[config.mk]
export PLATFORM = sky130hd
export DESIGN_NAME = tcs_core
export DESIGN_NICKNAME = d
export VERILOG_FILES = /design/src/rtl/tcs_pkg.sv /design/src/rtl/tcs_lock_if.sv /design/src/rtl/tcs_core.sv /design/src/rtl/tcs_lock_mon.sv
export SDC_FILE = /design/constraint.sdc
export NUM_CORES = 1
export LEC_CHECK = 0
export BUFFER_PORTS_ARGS = -buffer_cell sky130_fd_sc_hd__buf_4
export CORE_UTILIZATION = 57
export CTS_BUF_LIST = sky130_fd_sc_hd__clkbuf_8
export CTS_CLUSTER_SIZE = 10
export DETAILED_ROUTE_END_ITERATION = 6
export PLACE_DENSITY = 0.95
export SETUP_SLACK_MARGIN = 0.4
export SLEW_MARGIN = 20
export SYNTH_ARGS = -nofsm -noshare
export SYNTH_HDL_FRONTEND = slang
export SYNTH_SLANG_ARGS = --single-unit
[constraint.sdc]
create_clock -name clock -period 7.2 [get_ports clock]
set_clock_uncertainty 0.05 [all_clocks]
set_input_delay 0.72 -clock clock [delete_from_list [all_inputs] [get_ports clock]]
set_output_delay 0.72 -clock clock [all_outputs]
set_load 0.01 [all_outputs]
[src/rtl/tcs_pkg.sv]
`default_nettype none
package tcs_pkg;

   // register offsets
   localparam logic [7:0] OFF_CTRL = 8'h00;
   localparam logic [7:0] OFF_EVT  = 8'h04;
   localparam logic [7:0] OFF_LOCK = 8'h08;
   localparam logic [7:0] OFF_MASK = 8'h0C;

   // core_control field positions
   localparam int unsigned CTRL_MASTER = 0;
   localparam int unsigned CTRL_COMMIT = 1;
   localparam int unsigned CTRL_GEN    = 2;
   localparam int unsigned CTRL_DET    = 3;
   localparam int unsigned CTRL_W      = 4;

   // event_flags field positions
   localparam int unsigned EVT_LOCK     = 8;
   localparam int unsigned EVT_LOSS     = 9;
   localparam int unsigned EVT_IN_VGAP  = 10;
   localparam int unsigned EVT_IN_PIC   = 11;
   localparam int unsigned EVT_OUT_VGAP = 12;
   localparam int unsigned EVT_OUT_PIC  = 13;
   localparam int unsigned EVT_FSYNC_LO = 16;

   // lock_detail field positions, bit 0 of the group is vertical blank
   localparam int unsigned LOCK_LO = 16;
   localparam int unsigned NUM_SIG = 6;

   // widths
   localparam int unsigned NUM_FSYNC = 16;
   localparam int unsigned SET_W     = 32;

   // reset values and implemented-bit masks
   localparam logic [CTRL_W-1:0] CTRL_RST = 4'h0;
   localparam logic [31:0]       EVT_RST  = 32'h0000_0000;
   localparam logic [31:0]       MASK_RST = 32'h0000_0000;
   localparam logic [31:0]       EVT_IMPL = 32'hFFFF_3F00;
   localparam logic [NUM_SIG-1:0] DETAIL_RST = 6'h00;
   localparam logic [SET_W-1:0]  SET_RST  = 32'h0000_0000;

endpackage
`default_nettype wire

[src/rtl/tcs_lock_if.sv]
`timescale 1ns/100ps
`default_nettype none
interface tcs_lock_if;
   logic                         det_en;
   logic [tcs_pkg::NUM_SIG-1:0]  sel;
   logic [tcs_pkg::NUM_SIG-1:0]  stable;
   logic [tcs_pkg::NUM_SIG-1:0]  detail_set;
   logic                         locked;
   logic                         lock_evt;
   logic                         loss_evt;

   modport mon
   (
      input  det_en,
      input  sel,
      input  stable,
      output detail_set,
      output locked,
      output lock_evt,
      output loss_evt
   );

   modport core
   (
      output det_en,
      output sel,
      output stable,
      input  detail_set,
      input  locked,
      input  lock_evt,
      input  loss_evt
   );
endinterface
`default_nettype wire

[src/rtl/tcs_core.sv]
// Function
// generator enable bit 2 makes the generator drive timing outputs.
// software programs generator settings before raising the generator enable.
// with generator and master enable both low, generated outputs stay low.
// internal generator enable is generator enable OR master enable.
// internal detector enable is detector enable OR master enable.
// master enable bit 0 turns on generator and detector regardless.
// to run one side only, software keeps master low, sets bit 2 or bit 3.
// double-buffered settings load at next frame start while commit bit set.
// event bits 31:16 set when frame syncs 0 to 15 go active.
// event bit 13 set on first cycle generated active video asserts.
// event bit 12 set on first cycle generated vertical blank asserts.
// after lock, event bit 11 set when input active video asserts.
// after lock, event bit 10 set when input vertical blank asserts.
// event bit 9 set when any detection-enabled signal loses lock.
// event bit 8 set when all detection-enabled signals have locked.
// lock typically takes three to five frames; no guaranteed bound.
// writing one clears a set event bit; zeros change nothing.
// lock-detail bits 21 and 20 high while chroma and video timing stable.
// lock-detail bits 19..16 high while hsync, vsync, hblank, vblank stable.
// detector disabled stops detection and drives all lock bits low.
// writing one clears a set lock-detail bit.
// interrupt-mask register lets each event bit raise the interrupt.
// interrupt output high while any event bit and its mask bit set.
`timescale 1ns/100ps
`default_nettype none
module tcs_core
(
   // clock and reset
   input  wire logic                           clock,
   input  wire logic                           resetn,
   // register port
   input  wire logic                           reg_wr,
   input  wire logic                           reg_rd,
   input  wire logic [7:0]                     reg_addr,
   input  wire logic [31:0]                    reg_wdata,
   output var  logic [31:0]                    reg_rd_data,
   output var  logic                           reg_rd_valid,
   // generator side
   input  wire logic                           frame_start,
   input  wire logic                           gen_pic_raw,
   input  wire logic                           gen_vgap_raw,
   input  wire logic [tcs_pkg::NUM_FSYNC-1:0]  gen_fsync_raw,
   input  wire logic [tcs_pkg::SET_W-1:0]      shadow_settings,
   output var  logic                           gen_on,
   output var  logic [tcs_pkg::SET_W-1:0]      active_settings,
   output var  logic                           out_picture_start_flag,
   output var  logic                           out_vertical_gap_flag,
   output var  logic [tcs_pkg::NUM_FSYNC-1:0]  fsync_out,
   // detector side
   input  wire logic                           in_picture_start_flag,
   input  wire logic                           in_vertical_gap_flag,
   input  wire logic [tcs_pkg::NUM_SIG-1:0]    sig_detect_sel,
   input  wire logic [tcs_pkg::NUM_SIG-1:0]    sig_stable,
   output var  logic                           det_on,
   output var  logic                           detector_locked,
   // interrupt
   output var  logic                           irq
);

   typedef struct packed
   {
      logic [tcs_pkg::CTRL_W-1:0]    ctrl;
      logic [31:0]                   evt;
      logic [tcs_pkg::NUM_SIG-1:0]   detail;
      logic [31:0]                   irq_mask;
      logic [31:0]                   rdata;
      logic                          rvalid;
      logic [tcs_pkg::SET_W-1:0]     active;
      logic                          out_pic;
      logic                          out_vgap;
      logic [tcs_pkg::NUM_FSYNC-1:0] fsync;
      logic                          in_pic;
      logic                          in_vgap;
      logic                          irq;
   } tcs_core_s;

   tcs_core_s st;
   tcs_core_s next_st;

   tcs_lock_if lk ();

   logic                          gen_en;
   logic                          det_en;
   logic                          wr_ctrl;
   logic                          wr_evt;
   logic                          wr_lock;
   logic                          wr_mask;
   logic [31:0]                   evt_set;
   logic [31:0]                   evt_clr;
   logic [31:0]                   detail_word;
   logic [tcs_pkg::NUM_SIG-1:0]   detail_clr;
   logic [tcs_pkg::NUM_FSYNC-1:0] fsync_rise;

   function automatic logic hit(input logic [7:0] addr,
                                input logic [7:0] off);
      hit = (addr == off);
   endfunction

   // one decode per register, shared by all update terms
   assign wr_ctrl = reg_wr & hit(reg_addr, tcs_pkg::OFF_CTRL);
   assign wr_evt  = reg_wr & hit(reg_addr, tcs_pkg::OFF_EVT);
   assign wr_lock = reg_wr & hit(reg_addr, tcs_pkg::OFF_LOCK);
   assign wr_mask = reg_wr & hit(reg_addr, tcs_pkg::OFF_MASK);

   // internal enables
   assign gen_en = st.ctrl[tcs_pkg::CTRL_GEN]
                 | st.ctrl[tcs_pkg::CTRL_MASTER];
   assign det_en = st.ctrl[tcs_pkg::CTRL_DET]
                 | st.ctrl[tcs_pkg::CTRL_MASTER];

   assign lk.det_en = det_en;
   assign lk.sel = sig_detect_sel;
   assign lk.stable = sig_stable;

   tcs_lock_mon u_lock_mon
   (
      .clock  (clock),
      .resetn (resetn),
      .lk     (lk.mon)
   );

   // one edge detector per frame sync, gated like the output it feeds
   for (genvar i = 0; i < tcs_pkg::NUM_FSYNC; i++)
   begin : g_fsync_rise
      assign fsync_rise[i] = gen_fsync_raw[i] & gen_en & ~st.fsync[i];
   end

   always_comb
   begin
      next_st = st;
      evt_set = 32'h0000_0000;
      evt_clr = 32'h0000_0000;
      detail_clr = 6'h00;
      detail_word = 32'h0000_0000;
      detail_word[tcs_pkg::LOCK_LO +: tcs_pkg::NUM_SIG] = st.detail;

      // control register write
      if (wr_ctrl)
      begin
         next_st.ctrl = reg_wdata[tcs_pkg::CTRL_W-1:0];
      end
      if (wr_mask)
      begin
         next_st.irq_mask = reg_wdata & tcs_pkg::EVT_IMPL;
      end
      if (wr_evt)
      begin
         evt_clr = reg_wdata;
      end
      if (wr_lock)
      begin
         detail_clr = reg_wdata[tcs_pkg::LOCK_LO +: tcs_pkg::NUM_SIG];
      end

      // settings swap only on a frame boundary so a frame never mixes
      if (frame_start && st.ctrl[tcs_pkg::CTRL_COMMIT])
      begin
         next_st.active = shadow_settings;
      end

      // generated outputs held low while generation is off
      next_st.out_pic = gen_pic_raw & gen_en;
      next_st.out_vgap = gen_vgap_raw & gen_en;
      next_st.fsync = gen_fsync_raw & {tcs_pkg::NUM_FSYNC{gen_en}};

      // flags rise with the first asserted cycle of each output
      evt_set[tcs_pkg::EVT_FSYNC_LO +: tcs_pkg::NUM_FSYNC] =
         fsync_rise;
      evt_set[tcs_pkg::EVT_OUT_PIC] =
         next_st.out_pic & ~st.out_pic;
      evt_set[tcs_pkg::EVT_OUT_VGAP] =
         next_st.out_vgap & ~st.out_vgap;

      // detector edges count only once locked
      next_st.in_pic = in_picture_start_flag;
      next_st.in_vgap = in_vertical_gap_flag;
      evt_set[tcs_pkg::EVT_IN_PIC] = lk.locked
         & in_picture_start_flag & ~st.in_pic;
      evt_set[tcs_pkg::EVT_IN_VGAP] = lk.locked
         & in_vertical_gap_flag & ~st.in_vgap;
      // lock time depends on the source; no timeout is imposed
      evt_set[tcs_pkg::EVT_LOCK] = lk.lock_evt;
      evt_set[tcs_pkg::EVT_LOSS] = lk.loss_evt;

      // set wins over a clear in the same cycle
      next_st.evt = ((st.evt & ~evt_clr) | evt_set)
                  & tcs_pkg::EVT_IMPL;

      // stable signals re-set at once, so a clear only sticks on change
      next_st.detail = (st.detail & ~detail_clr)
                     | lk.detail_set;
      if (!det_en)
      begin
         next_st.detail = tcs_pkg::DETAIL_RST;
      end

      next_st.irq = |(next_st.evt & next_st.irq_mask);

      // read data, registered one cycle after the strobe
      next_st.rvalid = reg_rd;
      next_st.rdata = 32'h0000_0000;
      if (reg_rd)
      begin
         case (reg_addr)
            tcs_pkg::OFF_CTRL:
            begin
               next_st.rdata[tcs_pkg::CTRL_W-1:0] = st.ctrl;
            end
            tcs_pkg::OFF_EVT:
            begin
               next_st.rdata = st.evt;
            end
            tcs_pkg::OFF_LOCK:
            begin
               next_st.rdata = detail_word;
            end
            tcs_pkg::OFF_MASK:
            begin
               next_st.rdata = st.irq_mask;
            end
            default:
            begin
               next_st.rdata = 32'h0000_0000;
            end
         endcase
      end
   end

   always_ff @(posedge clock)
   begin
      if (!resetn)
      begin
         st <= '0;
         st.ctrl <= tcs_pkg::CTRL_RST;
         st.evt <= tcs_pkg::EVT_RST;
         st.irq_mask <= tcs_pkg::MASK_RST;
         st.active <= tcs_pkg::SET_RST;
      end
      else
      begin
         st <= next_st;
      end
   end

   assign reg_rd_data = st.rdata;
   assign reg_rd_valid = st.rvalid;
   assign gen_on = gen_en;
   assign det_on = det_en;
   assign active_settings = st.active;
   assign out_picture_start_flag = st.out_pic;
   assign out_vertical_gap_flag = st.out_vgap;
   assign fsync_out = st.fsync;
   assign detector_locked = lk.locked;
   assign irq = st.irq;

endmodule
`default_nettype wire

[src/rtl/tcs_lock_mon.sv]
`timescale 1ns/100ps
`default_nettype none
module tcs_lock_mon
(
   // clock and reset
   input wire logic clock,
   input wire logic resetn,
   // lock signals
   tcs_lock_if.mon  lk
);

   typedef struct packed
   {
      logic                        locked;
      logic                        lock_evt;
      logic                        loss_evt;
      logic [tcs_pkg::NUM_SIG-1:0] stable;
   } tcs_mon_s;

   tcs_mon_s st;
   tcs_mon_s next_st;
   logic [tcs_pkg::NUM_SIG-1:0] watch;
   logic                        all_ok;

   always_comb
   begin
      next_st = st;
      // disabled signals drop out of both lock and loss terms
      watch = lk.sel & {tcs_pkg::NUM_SIG{lk.det_en}};
      all_ok = (|watch) & (&(lk.stable | ~watch));
      next_st.locked = all_ok;
      next_st.lock_evt = all_ok & ~st.locked;
      next_st.loss_evt = |(watch & st.stable & ~lk.stable);
      next_st.stable = lk.stable & watch;
   end

   always_ff @(posedge clock)
   begin
      if (!resetn)
      begin
         st <= '0;
      end
      else
      begin
         st <= next_st;
      end
   end

   assign lk.locked = st.locked;
   assign lk.lock_evt = st.lock_evt;
   assign lk.loss_evt = st.loss_evt;
   assign lk.detail_set = st.stable;

endmodule
`default_nettype wire

==> metrics.md <==
| Metric | Value |
|---|---|
| HPWL Detailed | `10580 um` |
| Final net count | `850` |
| Routed WL | `roughly 15000 um` |
| Leak Pwr | `roughly 3.2 nW` |
| Slew @ Worst Pin | `1.025 ns` |
| Routed len/inst | `16.75 um` |
| Clock root buffer | `clkbuf_8` |
| Pre-CTS setup slack | `about 3.2 ns` |
| Std-Cell Core Area | `10280 um2` |
| Most frequent cells in the layout | `184 x buf_4, 143 x dfxtp_1, 81 x nand2_1, 52 x nor2b_1` |
| Vias post-DR | `4841` |
| Setup crit start kind | `primary input` |
| Inserted Diodes | `0` |
| Total power | `0.001662 W` |
| Critical path class | `primary input to flip-flop` |
| Hold Fails Final Rpt | `0` |
| Initial DRC Count | `roughly 370` |
| CTS resizes | `0` |
| Num CTS Buffers | `17` |
| Slowest CP cell | `nor4_4` |
| Crit-path cells | `buf_4 > nor4_4 > nand4_4 > mux2_1 > a22oi_1 > o221ai_1 > o41a_1` |
| Die ar. | `about 11000 um2` |
| Post-synth EDFFs | `0` |
| Clk sinks | `between 100 and 150` |
| Global placer's final weighted congestion | `about 0.86` |
| Pin count of the biggest net entering global routing | `105` |
| Post-CTS setup buffer count | `0` |
| Final Max Tran Viols | `0` |
| Hold Crit Class | `flip-flop to flip-flop` |
| Final worst setup slack | `~3.6 ns` |
| IO Pins | `between 150 and 200` |
| Tot GR Track Use | `0.2779` |
| # DRC | `0` |
| CTS tree | `yes` |
| Initial antenna violation count | `0` |
| Antenna viol nets, final | `0` |
| Hold Buf Count CTS | `0` |
| First-pass GRT wire length | `23780 um` |
| Die width | `104.8 um` |
| Critical Path RT | `approximately 7.5 ns` |
| Crit-path leading delay family | `simple AND/OR/NAND/NOR gates` |
| Number of global-route vias before repair | `4909` |
| Via density | `about 5.4` |
| Clock Pin Slew Worst Setup and Hold Paths | `around 0.07 ns` |
| Syn Std Cell Area | `6021 um2` |
| Multi-input gate area | `2427 um2` |
| Cells after Synth | `about 650` |
| Endpoints failing setup | `0` |
| Clock Latency Late Sink | `roughly 0.44 ns` |
| Final Cycle Share | `0.4959` |
| Pwr Density | `225.6 nW/um2` |
| Buffers and inverters on the worst path | `1` |
| Area after DPL | `around 7000 um2` |
| Min Clock Period, post-route | `3.571 ns` |
| Cell taking the most area after synthesis | `dfxtp_1` |
| Design area | `~7400 um2` |
| Most common cell after layout, fill and taps aside | `buf_4` |
| Status | `finished clean` |
| Starting Density | `0.5858` |
| Port Buffer Count | `approximately 180` |
| Placement row count | `37` |
| Total gr overflow | `0` |
| # fillers | `roughly 740` |
| FFs w/ async S/R, synth | `0` |
| Syn_area_per_cell | `between 9 and 10 um2` |
| Slew HR | `0.3153` |
| Arrival time worst endpoint | `roughly 3.8 ns` |
| Synth-to-layout area growth | `22.38%` |
| Setup TNS | `0 ns` |
| Max-cap viol count | `0` |
| Register-to-register setup slack | `4.68 ns` |
| Chip Height | `roughly 100 um` |
| Post-synth top flop | `dfxtp_1` |
| RSZ-0062 raised after global routing | `false` |
| Worst-path maximum fanout | `22` |
| Share of layout cells above drive strength 1 | `0.3024` |
| Max H-tree Level | `4` |
| Fmax | `0.2801 GHz` |
| Cell variety after synth | `39` |
| Pre-antenna DRT Iters | `5` |
| Largest cells by area after synthesis | `dfxtp_1 48%, buf_4 10%, nor2b_1 5.4%` |
| Crit end category | `flip-flop` |
| Yosys reg bits | `143` |
| Yosys top cell area share | `0.4755` |
| Maximum vdd drop | `139.1 uV` |
| Max clock buf depth | `2` |
| Slowest stage delay, CP | `a little under 0.9 ns` |
| Register Area | `2863 um2` |
| Synthesis Warnings | `0` |
| Post-synthesis sequential area ratio | `0.4755` |
==> report_power, final <==
part,internal [W],total (W),switching [W]
Clock,0.000497,0.000789,0.000292
Sequential,0.000792,0.000792,0.000000557
Combinational,0.0000468,0.0000808,0.0000340
==> Yosys cell counts, types with 2 or more instances <==
cell and instances:
inv_1 6, buf_4 80, nor4_1 2, nor3b_1 15, nand2_1 81, mux2i_1 21
nand3_1 2, o22ai_1 5, nor2b_1 52, clkbuf_1 30, nand4_1 10, buf_2 3
mux2_1 3, o21ai_1 2, and3_1 30, a21boi_0 33, a22oi_1 27, dfxtp_1 143
o221ai_1 2, a21oi_1 19, a32o_1 4, o22a_1 2, nor2_1 34, mux2_2 8
and2_1 15, a211oi_1 5
==> final timing paths <==
check | from | cells after the start | to
worst max-delay path | reg_addr[5] | 7 | irq
worst min-delay path | active_settings[13] | 2 | active_settings[13]
worst min register to register | active_settings[13] | 2 | active_settings[13]
worst max register to register | st[156] | 7 | irq
==> cells by family after synthesis <==
kind of cell / Yosys count / synth area share
simple gates: 248 / 0.2201
flops: 143 / 0.4755
compound gates: 103 / 0.1218
other cells: 1 / 0.0006228
mux: 32 / 0.05549
buf+inv: 120 / 0.1266
==> registers in the layout, indices dropped and copies added, names as in the netlist, 6 cells and up <==
signal                    flops
active_settings              32
detail_word                   6
fsync_out                    16
reg_rd_data                  26
st                           50
u_lock_mon.lk.detail_set      6
==> worst register-to-register path: cells and delay by family, from the launching register on <==
kind / cells / cell delay [ns]
buf+inv: 2 / 0.61
compound gates: 4 / 1.31
flops: 1 / 0.33
simple gates: 1 / 0.10
==> stage by stage <==
step           hold WS (ns)    util  cells
2_1_floorplan        0.3872       -    652
3_3_place_gp         0.3977  0.6667    858
3_5_place_dp         0.4068  0.6667    858
4_1_cts              0.4175  0.7157    890
5_1_grt              0.4263  0.7169    890
6_report             0.4202  0.7169    890
==> per-layer routing <==
layer	routed length, um	vias up	share of wire	GRT usage
li1	-	2300	-	-
met1	6056	2269	0.41	0.3229
met2	7508	238	0.50	0.4877
met3	975	34	0.065	0.06238
met4	371	0	0.025	0.1247
met5	0	-	0	0
==> cell type report <==
cell class / count / share of cell area
clock buffer: 19 / 0.03549
timing repair buffer: 184 / 0.1875
tap: 136 / 0.02309
multi-input combinational: 389 / 0.3294
inverter: 6 / 0.003057
sequential: 143 / 0.3885
clock inverter: 13 / 0.03294
Note: power is estimated with default switching activity, not from simulation.
